**src/core/accel_out_pkg.sv**
```systemverilog
// shared constants and carrier types for the acceleration output register view
package accel_out_pkg;

    // register byte addresses
    localparam logic [7:0] ADDR_X_LOW = 8'h04;
    localparam logic [7:0] ADDR_X_HIGH = 8'h05;
    localparam logic [7:0] ADDR_Y_LOW = 8'h06;
    localparam logic [7:0] ADDR_Y_HIGH = 8'h07;
    localparam logic [7:0] ADDR_Z_LOW = 8'h08;
    localparam logic [7:0] ADDR_Z_HIGH = 8'h09;
    localparam logic [7:0] ADDR_QUEUE_STATE = 8'h0b;

    // sample and queue geometry
    localparam int SAMPLE_W = 12;
    localparam int COUNT_W = 6;
    localparam int AXIS_NUM = 3;
    localparam logic [COUNT_W-1:0] QUEUE_DEPTH = 6'h20;

    // queue state field layout and reset values
    localparam int WMRK_BIT = 7;
    localparam int OVF_BIT = 6;
    localparam int COUNT_MSB = 5;
    localparam logic [7:0] QUEUE_STATE_RESET = 8'h00;
    localparam logic [7:0] UNMAPPED_READ = 8'h00;
    localparam logic [1:0] QUEUE_MODE_OFF = 2'h0;
    localparam logic [3:0] NIBBLE_ZERO = 4'h0;

    typedef struct packed {
        logic [SAMPLE_W-1:0] z;
        logic [SAMPLE_W-1:0] y;
        logic [SAMPLE_W-1:0] x;
    } accel_triple_t;

    typedef struct packed {
        logic byte_order_select;       // 0 little-endian, 1 big-endian
        logic fast_read_select;        // upper-byte registers skipped on bursts
        logic [1:0] queue_mode;        // 00 disables the output queue
        logic [COUNT_W-1:0] watermark_level;
    } view_config_t;

    typedef struct packed {
        logic [7:0] low_byte;          // byte at the lower address
        logic [7:0] high_byte;         // byte at the next address
    } axis_bytes_t;

endpackage

```
**src/core/axis_byte_format.sv**
```systemverilog
// byte layout of one 12-bit axis sample for the two register addresses
`timescale 1ns/1ps
module axis_byte_format
    import accel_out_pkg::*;
(
    input wire logic [SAMPLE_W-1:0] sample,
    input wire logic byte_order_select,
    input wire logic fast_read_select,
    output axis_bytes_t bytes
);

    logic sign_fill_bit;

    // sign fill always follows bit 11 of the sample
    // sign fill source
    assign sign_fill_bit = sample[SAMPLE_W-1];

    // pick the layout: fast read forces bits 11:4 to the lower address
    always_comb begin
        if (fast_read_select) begin
            // upper bits low address
            bytes.low_byte = sample[11:4];
            bytes.high_byte = {sample[3:0], NIBBLE_ZERO};
        end else if (byte_order_select) begin
            // big-endian layout
            bytes.low_byte = sample[11:4];
            bytes.high_byte = {sample[3:0], NIBBLE_ZERO};
        end else begin
            // little-endian layout
            bytes.low_byte = sample[7:0];
            bytes.high_byte = {{4{sign_fill_bit}}, sample[11:8]};
        end
    end

endmodule

```
**src/core/accel_output_register_format.sv**
```systemverilog
// read-only register view of the latest xyz sample and the output queue state
`timescale 1ns/1ps
// Functional notes
// In little-endian order the lower address holds bits 7:0 and the next holds sign fill over bits 11:8.
// In big-endian order the lower address holds bits 11:4 and the next holds bits 3:0 over four zeros.
// While the queue mode is 00 the queue state register reads as zero.
// The queue state register resets to zero and holds watermark in bit 7, overflow in bit 6, count in 5:0.
// In fast-read mode burst auto-increment skips the upper-byte registers and the lower address holds bits 11:4.
// The watermark flag is set while the stored count is at or above the watermark level; the code keeps it clear while the queue mode is 00.
// A sample arriving with 32 stored keeps the count at 32 and sets the overflow flag.
// Every sign fill bit copies bit 11 of its axis sample.
// Host writes to these registers are ignored and change nothing.
module accel_output_register_format
    import accel_out_pkg::*;
#(
    parameter logic [COUNT_W-1:0] DEPTH = QUEUE_DEPTH
)(
    input wire logic core_clk,
    input wire logic rst,
    input wire logic sample_valid,
    input accel_triple_t sample_in,
    input view_config_t view_cfg,
    input wire logic queue_push,
    input wire logic queue_pop,
    input wire logic queue_flush,
    input wire logic reg_rd_en,
    input wire logic reg_wr_en,
    input wire logic [7:0] reg_addr,
    input wire logic [7:0] reg_wr_data,
    output logic [7:0] reg_rd_data,
    output logic reg_rd_valid,
    output logic [7:0] reg_next_addr,
    output logic reg_wr_ack,
    output logic [COUNT_W-1:0] stored_sample_count,
    output logic watermark_flag,
    output logic queue_overflow_flag
);

    typedef struct packed {
        accel_triple_t sample;
        logic [COUNT_W-1:0] count;
        logic ovf;
        logic wmrk;
        logic [7:0] rd_data;
        logic rd_valid;
        logic [7:0] next_addr;
        logic wr_ack;
    } view_state_t;

    localparam view_state_t STATE_RESET = '0;

    // push and pop seen on one edge
    typedef enum logic [1:0] {
        REQ_IDLE = 2'h0,
        REQ_POP = 2'h1,
        REQ_PUSH = 2'h2,
        REQ_BOTH = 2'h3
    } queue_req_t;

    view_state_t st_q;
    view_state_t st_d;
    logic [SAMPLE_W-1:0] axis_sample [AXIS_NUM];
    axis_bytes_t axis_bytes [AXIS_NUM];
    logic queue_off;
    logic [7:0] queue_state_byte;
    logic [7:0] addr_plus_one;
    logic [7:0] addr_plus_two;
    logic [7:0] mapped_byte;
    logic [7:0] burst_next_addr;
    logic next_is_upper;
    queue_req_t queue_req;
    logic queue_full;
    logic queue_empty;
    logic [COUNT_W-1:0] count_next;
    logic ovf_next;
    accel_triple_t sample_next;

    // samples in axis order for the formatters
    assign axis_sample[0] = st_q.sample.x;
    assign axis_sample[1] = st_q.sample.y;
    assign axis_sample[2] = st_q.sample.z;

    // one byte formatter per axis
    // formatters see the registered sample, so a read shows the last strobe
    genvar g;
    generate
        for (g = 0; g < AXIS_NUM; g = g + 1) begin : g_axis
            axis_byte_format u_fmt (
                .sample(axis_sample[g]),
                .byte_order_select(view_cfg.byte_order_select),
                .fast_read_select(view_cfg.fast_read_select),
                .bytes(axis_bytes[g])
            );
        end
    endgenerate

    // queue disable and the byte addresses one and two steps on
    assign queue_off = (view_cfg.queue_mode == QUEUE_MODE_OFF);
    assign addr_plus_one = reg_addr + 8'h01;
    assign addr_plus_two = reg_addr + 8'h02;

    // host queue request as push and pop bits
    assign queue_req = queue_req_t'({queue_push, queue_pop});

    // count end points against the configured depth
    assign queue_full = (st_q.count >= DEPTH);
    assign queue_empty = (st_q.count == '0);

    // all three axes latch together on the sample strobe
    assign sample_next = sample_valid ? sample_in : st_q.sample;

    // queue state byte as the host sees it
    always_comb begin
        queue_state_byte = QUEUE_STATE_RESET;
        // field placement
        queue_state_byte[WMRK_BIT] = st_q.wmrk;
        queue_state_byte[OVF_BIT] = st_q.ovf;
        queue_state_byte[COUNT_MSB:0] = st_q.count;
        // disabled reads zero
        if (queue_off) begin
            queue_state_byte = QUEUE_STATE_RESET;
        end
    end

    // stored count and overflow flag for the next edge
    always_comb begin
        count_next = st_q.count;
        ovf_next = st_q.ovf;
        if (queue_off || queue_flush) begin
            // disable or flush wins over push and pop
            count_next = '0;
            ovf_next = 1'b0;
        end else begin
            unique case (queue_req)
                REQ_PUSH: begin
                    if (queue_full) begin
                        // saturate and flag
                        count_next = DEPTH;
                        ovf_next = 1'b1;
                    end else begin
                        count_next = st_q.count + 6'h01;
                    end
                end
                REQ_POP: begin
                    // a sample read out clears overflow
                    ovf_next = 1'b0;
                    if (!queue_empty) begin
                        count_next = st_q.count - 6'h01;
                    end
                end
                REQ_BOTH: begin
                    ovf_next = 1'b0; // one leaves as one enters
                end
                REQ_IDLE: begin
                    count_next = st_q.count;
                end
            endcase
        end
    end

    // byte selected by the host address
    always_comb begin
        unique case (reg_addr)
            ADDR_X_LOW: mapped_byte = axis_bytes[0].low_byte;
            ADDR_X_HIGH: mapped_byte = axis_bytes[0].high_byte;
            ADDR_Y_LOW: mapped_byte = axis_bytes[1].low_byte;
            ADDR_Y_HIGH: mapped_byte = axis_bytes[1].high_byte;
            ADDR_Z_LOW: mapped_byte = axis_bytes[2].low_byte;
            ADDR_Z_HIGH: mapped_byte = axis_bytes[2].high_byte;
            ADDR_QUEUE_STATE: mapped_byte = queue_state_byte;
            default: mapped_byte = UNMAPPED_READ;
        endcase
    end

    // skip upper bytes
    assign next_is_upper = (addr_plus_one == ADDR_X_HIGH) ||
        (addr_plus_one == ADDR_Y_HIGH) || (addr_plus_one == ADDR_Z_HIGH);
    assign burst_next_addr = (view_cfg.fast_read_select && next_is_upper) ?
        addr_plus_two : addr_plus_one;

    // next state of the whole view
    always_comb begin
        st_d = st_q;
        st_d.rd_valid = 1'b0;
        // writes ignored
        st_d.wr_ack = reg_wr_en;

        // sample, stored count and overflow flag
        st_d.sample = sample_next;
        st_d.count = count_next;
        st_d.ovf = ovf_next;

        // watermark compare
        st_d.wmrk = !queue_off && (count_next >= view_cfg.watermark_level);

        // register read data and auto-increment address
        if (reg_rd_en) begin
            st_d.rd_valid = 1'b1;
            st_d.rd_data = mapped_byte;
            st_d.next_addr = burst_next_addr;
        end
    end

    // register the whole state
    always_ff @(posedge core_clk) begin
        if (rst) begin
            st_q <= STATE_RESET;
        end else begin
            st_q <= st_d;
        end
    end

    // read port answers
    assign reg_rd_data = st_q.rd_data;
    assign reg_rd_valid = st_q.rd_valid;
    assign reg_next_addr = st_q.next_addr;
    assign reg_wr_ack = st_q.wr_ack;

    // queue levels
    assign stored_sample_count = st_q.count;
    assign watermark_flag = st_q.wmrk;
    assign queue_overflow_flag = st_q.ovf;

endmodule

```
**config.mk**
```make
export PLATFORM = sky130hd
export DESIGN_NAME = accel_output_register_format
export DESIGN_NICKNAME = d
export VERILOG_FILES = /design/src/core/accel_out_pkg.sv /design/src/core/axis_byte_format.sv /design/src/core/accel_output_register_format.sv
export SDC_FILE = /design/constraint.sdc
export NUM_CORES = 1
export LEC_CHECK = 0
export BUFFER_PORTS_ARGS = -buffer_cell sky130_fd_sc_hd__buf_4
export CORE_ASPECT_RATIO = 1.75
export CORE_MARGIN = 2
export CORE_UTILIZATION = 41
export CTS_BUF_LIST = sky130_fd_sc_hd__clkbuf_8
export DETAILED_ROUTE_END_ITERATION = 10
export SYNTH_ARGS = -nofsm -noshare
export SYNTH_HDL_FRONTEND = slang
export SYNTH_SLANG_ARGS = --single-unit
```
**constraint.sdc**
```tcl
create_clock -name core_clk -period 3.7 [get_ports core_clk]
set_input_delay 0.74 -clock core_clk [delete_from_list [all_inputs] [get_ports core_clk]]
set_output_delay 0.74 -clock core_clk [all_outputs]
set_load 0.02 [all_outputs]
```
==> flow_summary.yaml <==
global_route:
  grt_pass1_wl_um: 17700
  grt_use_total_pct: 21.7
  grt_pass1_vias: 3463
  antenna_found_initial: 0
  grt_start_max_net_pins: 59
  grt_overflow_total: 0
power:
  clkPwrFrac_pct: 37.9
  ir_drop_mv: 0.161
  p_sw_share_pct: 27.1
  power_frac_seq_pct: 45.2
  combPwrFrac_pct: 16.9
  p_sw_mw: 0.436
  intPower_mw: 1.17
  powerDensity_nw_per_um2: 337
  leakagePower_nw: 2.04
synthesis:
  yosys.area.top_type: "dfxtp_1"
  yosysMostFrequentCell: "nor2_1"
  avgSynthCellArea_um2: 8.75
  ys_types: 69
  ys_ff_latch: 62
  synth_area_leaders: "dfxtp_1, mux2i_1, nor2_1"
  ys_async_sr_fraction_pct: 0
  synth_common_cells: "nor2_1, dfxtp_1, mux2i_1"
  synth_cells: 452
  synth_area_um2: 3950
  synth_edf_count: 0
  yosys_warnings: 0
  synth_ff_type: "dfxtp_1"
  syn_nets: 539
  yosysTopAreaCellShare_pct: 31.4
  ys_seq_area_share_pct: 31.4
sta:
  final_max_slew_viol_count: 0
  tns_ns: 0
  rsz0062_at_grt: "false"
  fmax_mhz: 315
  period_needed_ns: 3.17
  setup_violations: 0
  fin_skew_ns: 0.00884
  maxSlewHeadroom_pct: 58.3
  max_slew.worst_pin.slew_ns: 0.626
  fin_crit_sh_pct: 85.8
  hold-worst-slack_ns: 0.474
  finalHoldViolCount: 0
die:
  die_y_um: 134
  core_um2: 9410
  die_w_um: 78.2
  io_pins: 96
  rows: 47
  initial_utilization_pct: 42.0
  dieArea_um2: 10500
final_layout:
  design_area_um2: 4780
  nFillCells: 950
  fin_nets: 600
  final_core_util_pct: 50.8
  multi_input_area_um2: 2470
  drive_gt1_share_pct: 25.7
  fin_cells: 640
  antenna_cells: 0
  synthToLayoutAreaGrowth_pct: 20.9
  ff_latch_area_um2: 1240
placed_design:
  dpl_cell_area_um2: 4580
  io_buffers: 87
  dp.cells: 624
  place_congestion: 0.873
  dp_hpwl_um: 8360
outcome:
  outcome: "complete, no violations"
setup_path:
  required_ns: 3.94
  worst_setup_path_start_kind: "register"
  end_kind: "register"
  arrival_ns: 3.41
  ff2ff_setup_slack_ns: 0.53
  worstSetupPathType: "reg -> reg"
  worstPathMaxFanout: 11
drt:
  via_count: 3511
  ant_nets: 0
  routed_via_density: 5.49
  drtIter0Drc: 229
  wl_per_cell_um: 17.2
  drc: 0
  first_pass_iters: 5
  wl_um: 11000
hold_path:
  hold_path_class: "reg -> reg"
run:
  drv_cap: 0
clock_tree:
  ctsResizeCount: 0
  clock_sinks: 62
  clk_pin_slew_ns: 0.07
  clk_latency_ns: 0.36
  post_cts_buffers: 0
  cts-root-buf: "clkbuf_8"
  htreeDepth: 3
  cts.hold.buffers_added: 0
  cts_buffer_depth: 2
  cts_buffers: 9
  cts_tree: "built"
-- cells by family (layout without fill, tap and decap cells) --
logic type      Yosys count  in the layout  share of synthesized area [%]
compound gates          118            118                           21.6
xor+xnor                  8              8                           2.15
fa+ha+maj                17             17                           5.38
buf+inv                  52            118                           6.27
flops                    62             62                           31.4
mux                      56             56                           14.7
simple gates            139            139                           18.6
-- final cells by class --
class | count | area share (%)
inverters | 13 | 1.02
flip-flops and latches | 62 | 26.0
multi-input cells | 338 | 51.6
clock buffers | 11 | 3.17
well taps | 122 | 3.19
clock inverters | 5 | 1.05
repair buffers | 89 | 14.0
-- final timing paths --
check	from	end	cells past startpoint
hold / removal	reg_rd_data[5]$_SDFFE_PP0P_	reg_rd_data[5]$_SDFFE_PP0P_	2
hold reg to reg	reg_rd_data[5]$_SDFFE_PP0P_	reg_rd_data[5]$_SDFFE_PP0P_	2
setup / recovery	stored_sample_count[0]$_SDFF_PP0_	watermark_flag$_SDFF_PP0_	14
setup reg to reg	stored_sample_count[0]$_SDFF_PP0_	watermark_flag$_SDFF_PP0_	14
-- cell usage in the layout, fill, tap and decap left out, types with 3 or more instances in the layout --
cell      netlist  final
buf_4           3     89
nor2_1         63     62
dfxtp_1        62     62
mux2i_1        40     40
a21oi_1        22     22
a22oi_1        19     19
ha_1           17     17
inv_1          13     15
mux2_2         15     15
nand3_1        14     14
clkbuf_8        0     11
o21ai_0        10     10
nand2b_1       10     10
nor2b_1         8      8
nand2_1         8      8
a211oi_1        8      8
o211ai_1        6      6
and3_1          5      5
a31oi_1         5      5
nand3b_1        5      5
a21o_1          5      5
a32oi_1         5      5
a22o_1          5      5
o22ai_1         5      5
o21a_1          4      4
nor3_1          3      3
xor2_1          3      3
and3b_1         3      3
xnor2_1         3      3
nor3b_1         3      3
-- critical path, cell delays in order, from the launching register on --
cell,delay [ns]
dfxtp_1,0.56
inv_1,0.12
ha_1,0.24
a21boi_1,0.39
inv_1,0.10
a21oi_1,0.17
nor2_1,0.07
a211o_1,0.28
ha_1,0.26
nand2b_1,0.09
a21o_1,0.11
a21oi_1,0.06
nor2b_1,0.11
o21ai_0,0.09
a2111oi_0,0.40
-- routing by layer --
| layer | up-vias | wire [µm] | GRT usage [%] |
|---|---|---|---|
| met5 | - | 0 | 0 |
| met4 | 0 | 318 | 8.87 |
| met3 | 18 | 457 | 4.78 |
| met2 | 91 | 5960 | 39.0 |
| met1 | 1639 | 4300 | 24.4 |
| li1 | 1763 | - | - |
-- registers in the layout, summed over array words and instances, names as in the netlist --
signal and count:
reg_next_addr 8, reg_rd_valid 1, stored_sample_count 6, reg_rd_data 8, reg_wr_ack 1, axis_sample 36
queue_overflow_flag 1, watermark_flag 1
-- metrics by stage --
step | setup WS [ns] | total power, mW
2_1_floorplan | 0.742 | 0.910
3_3_place_gp | 0.291 | 1.01
3_5_place_dp | 0.176 | 1.02
4_1_cts | 0.479 | 1.63
5_1_grt | 0.174 | 1.69
6_report | 0.526 | 1.61
-- power groups by stage --
| stage | sequential, mW | combinational (mW) | clock, mW |
|---|---|---|---|
| 6_report | 0.727 | 0.272 | 0.609 |
| 5_1_grt | 0.731 | 0.301 | 0.656 |
| 4_1_cts | 0.728 | 0.275 | 0.625 |
| 3_5_place_dp | 0.742 | 0.274 | 0 |
| 3_3_place_gp | 0.742 | 0.270 | 0 |
| 2_1_floorplan | 0.739 | 0.171 | 0 |
No activity file was read; power rests on OpenSTA's default activity.
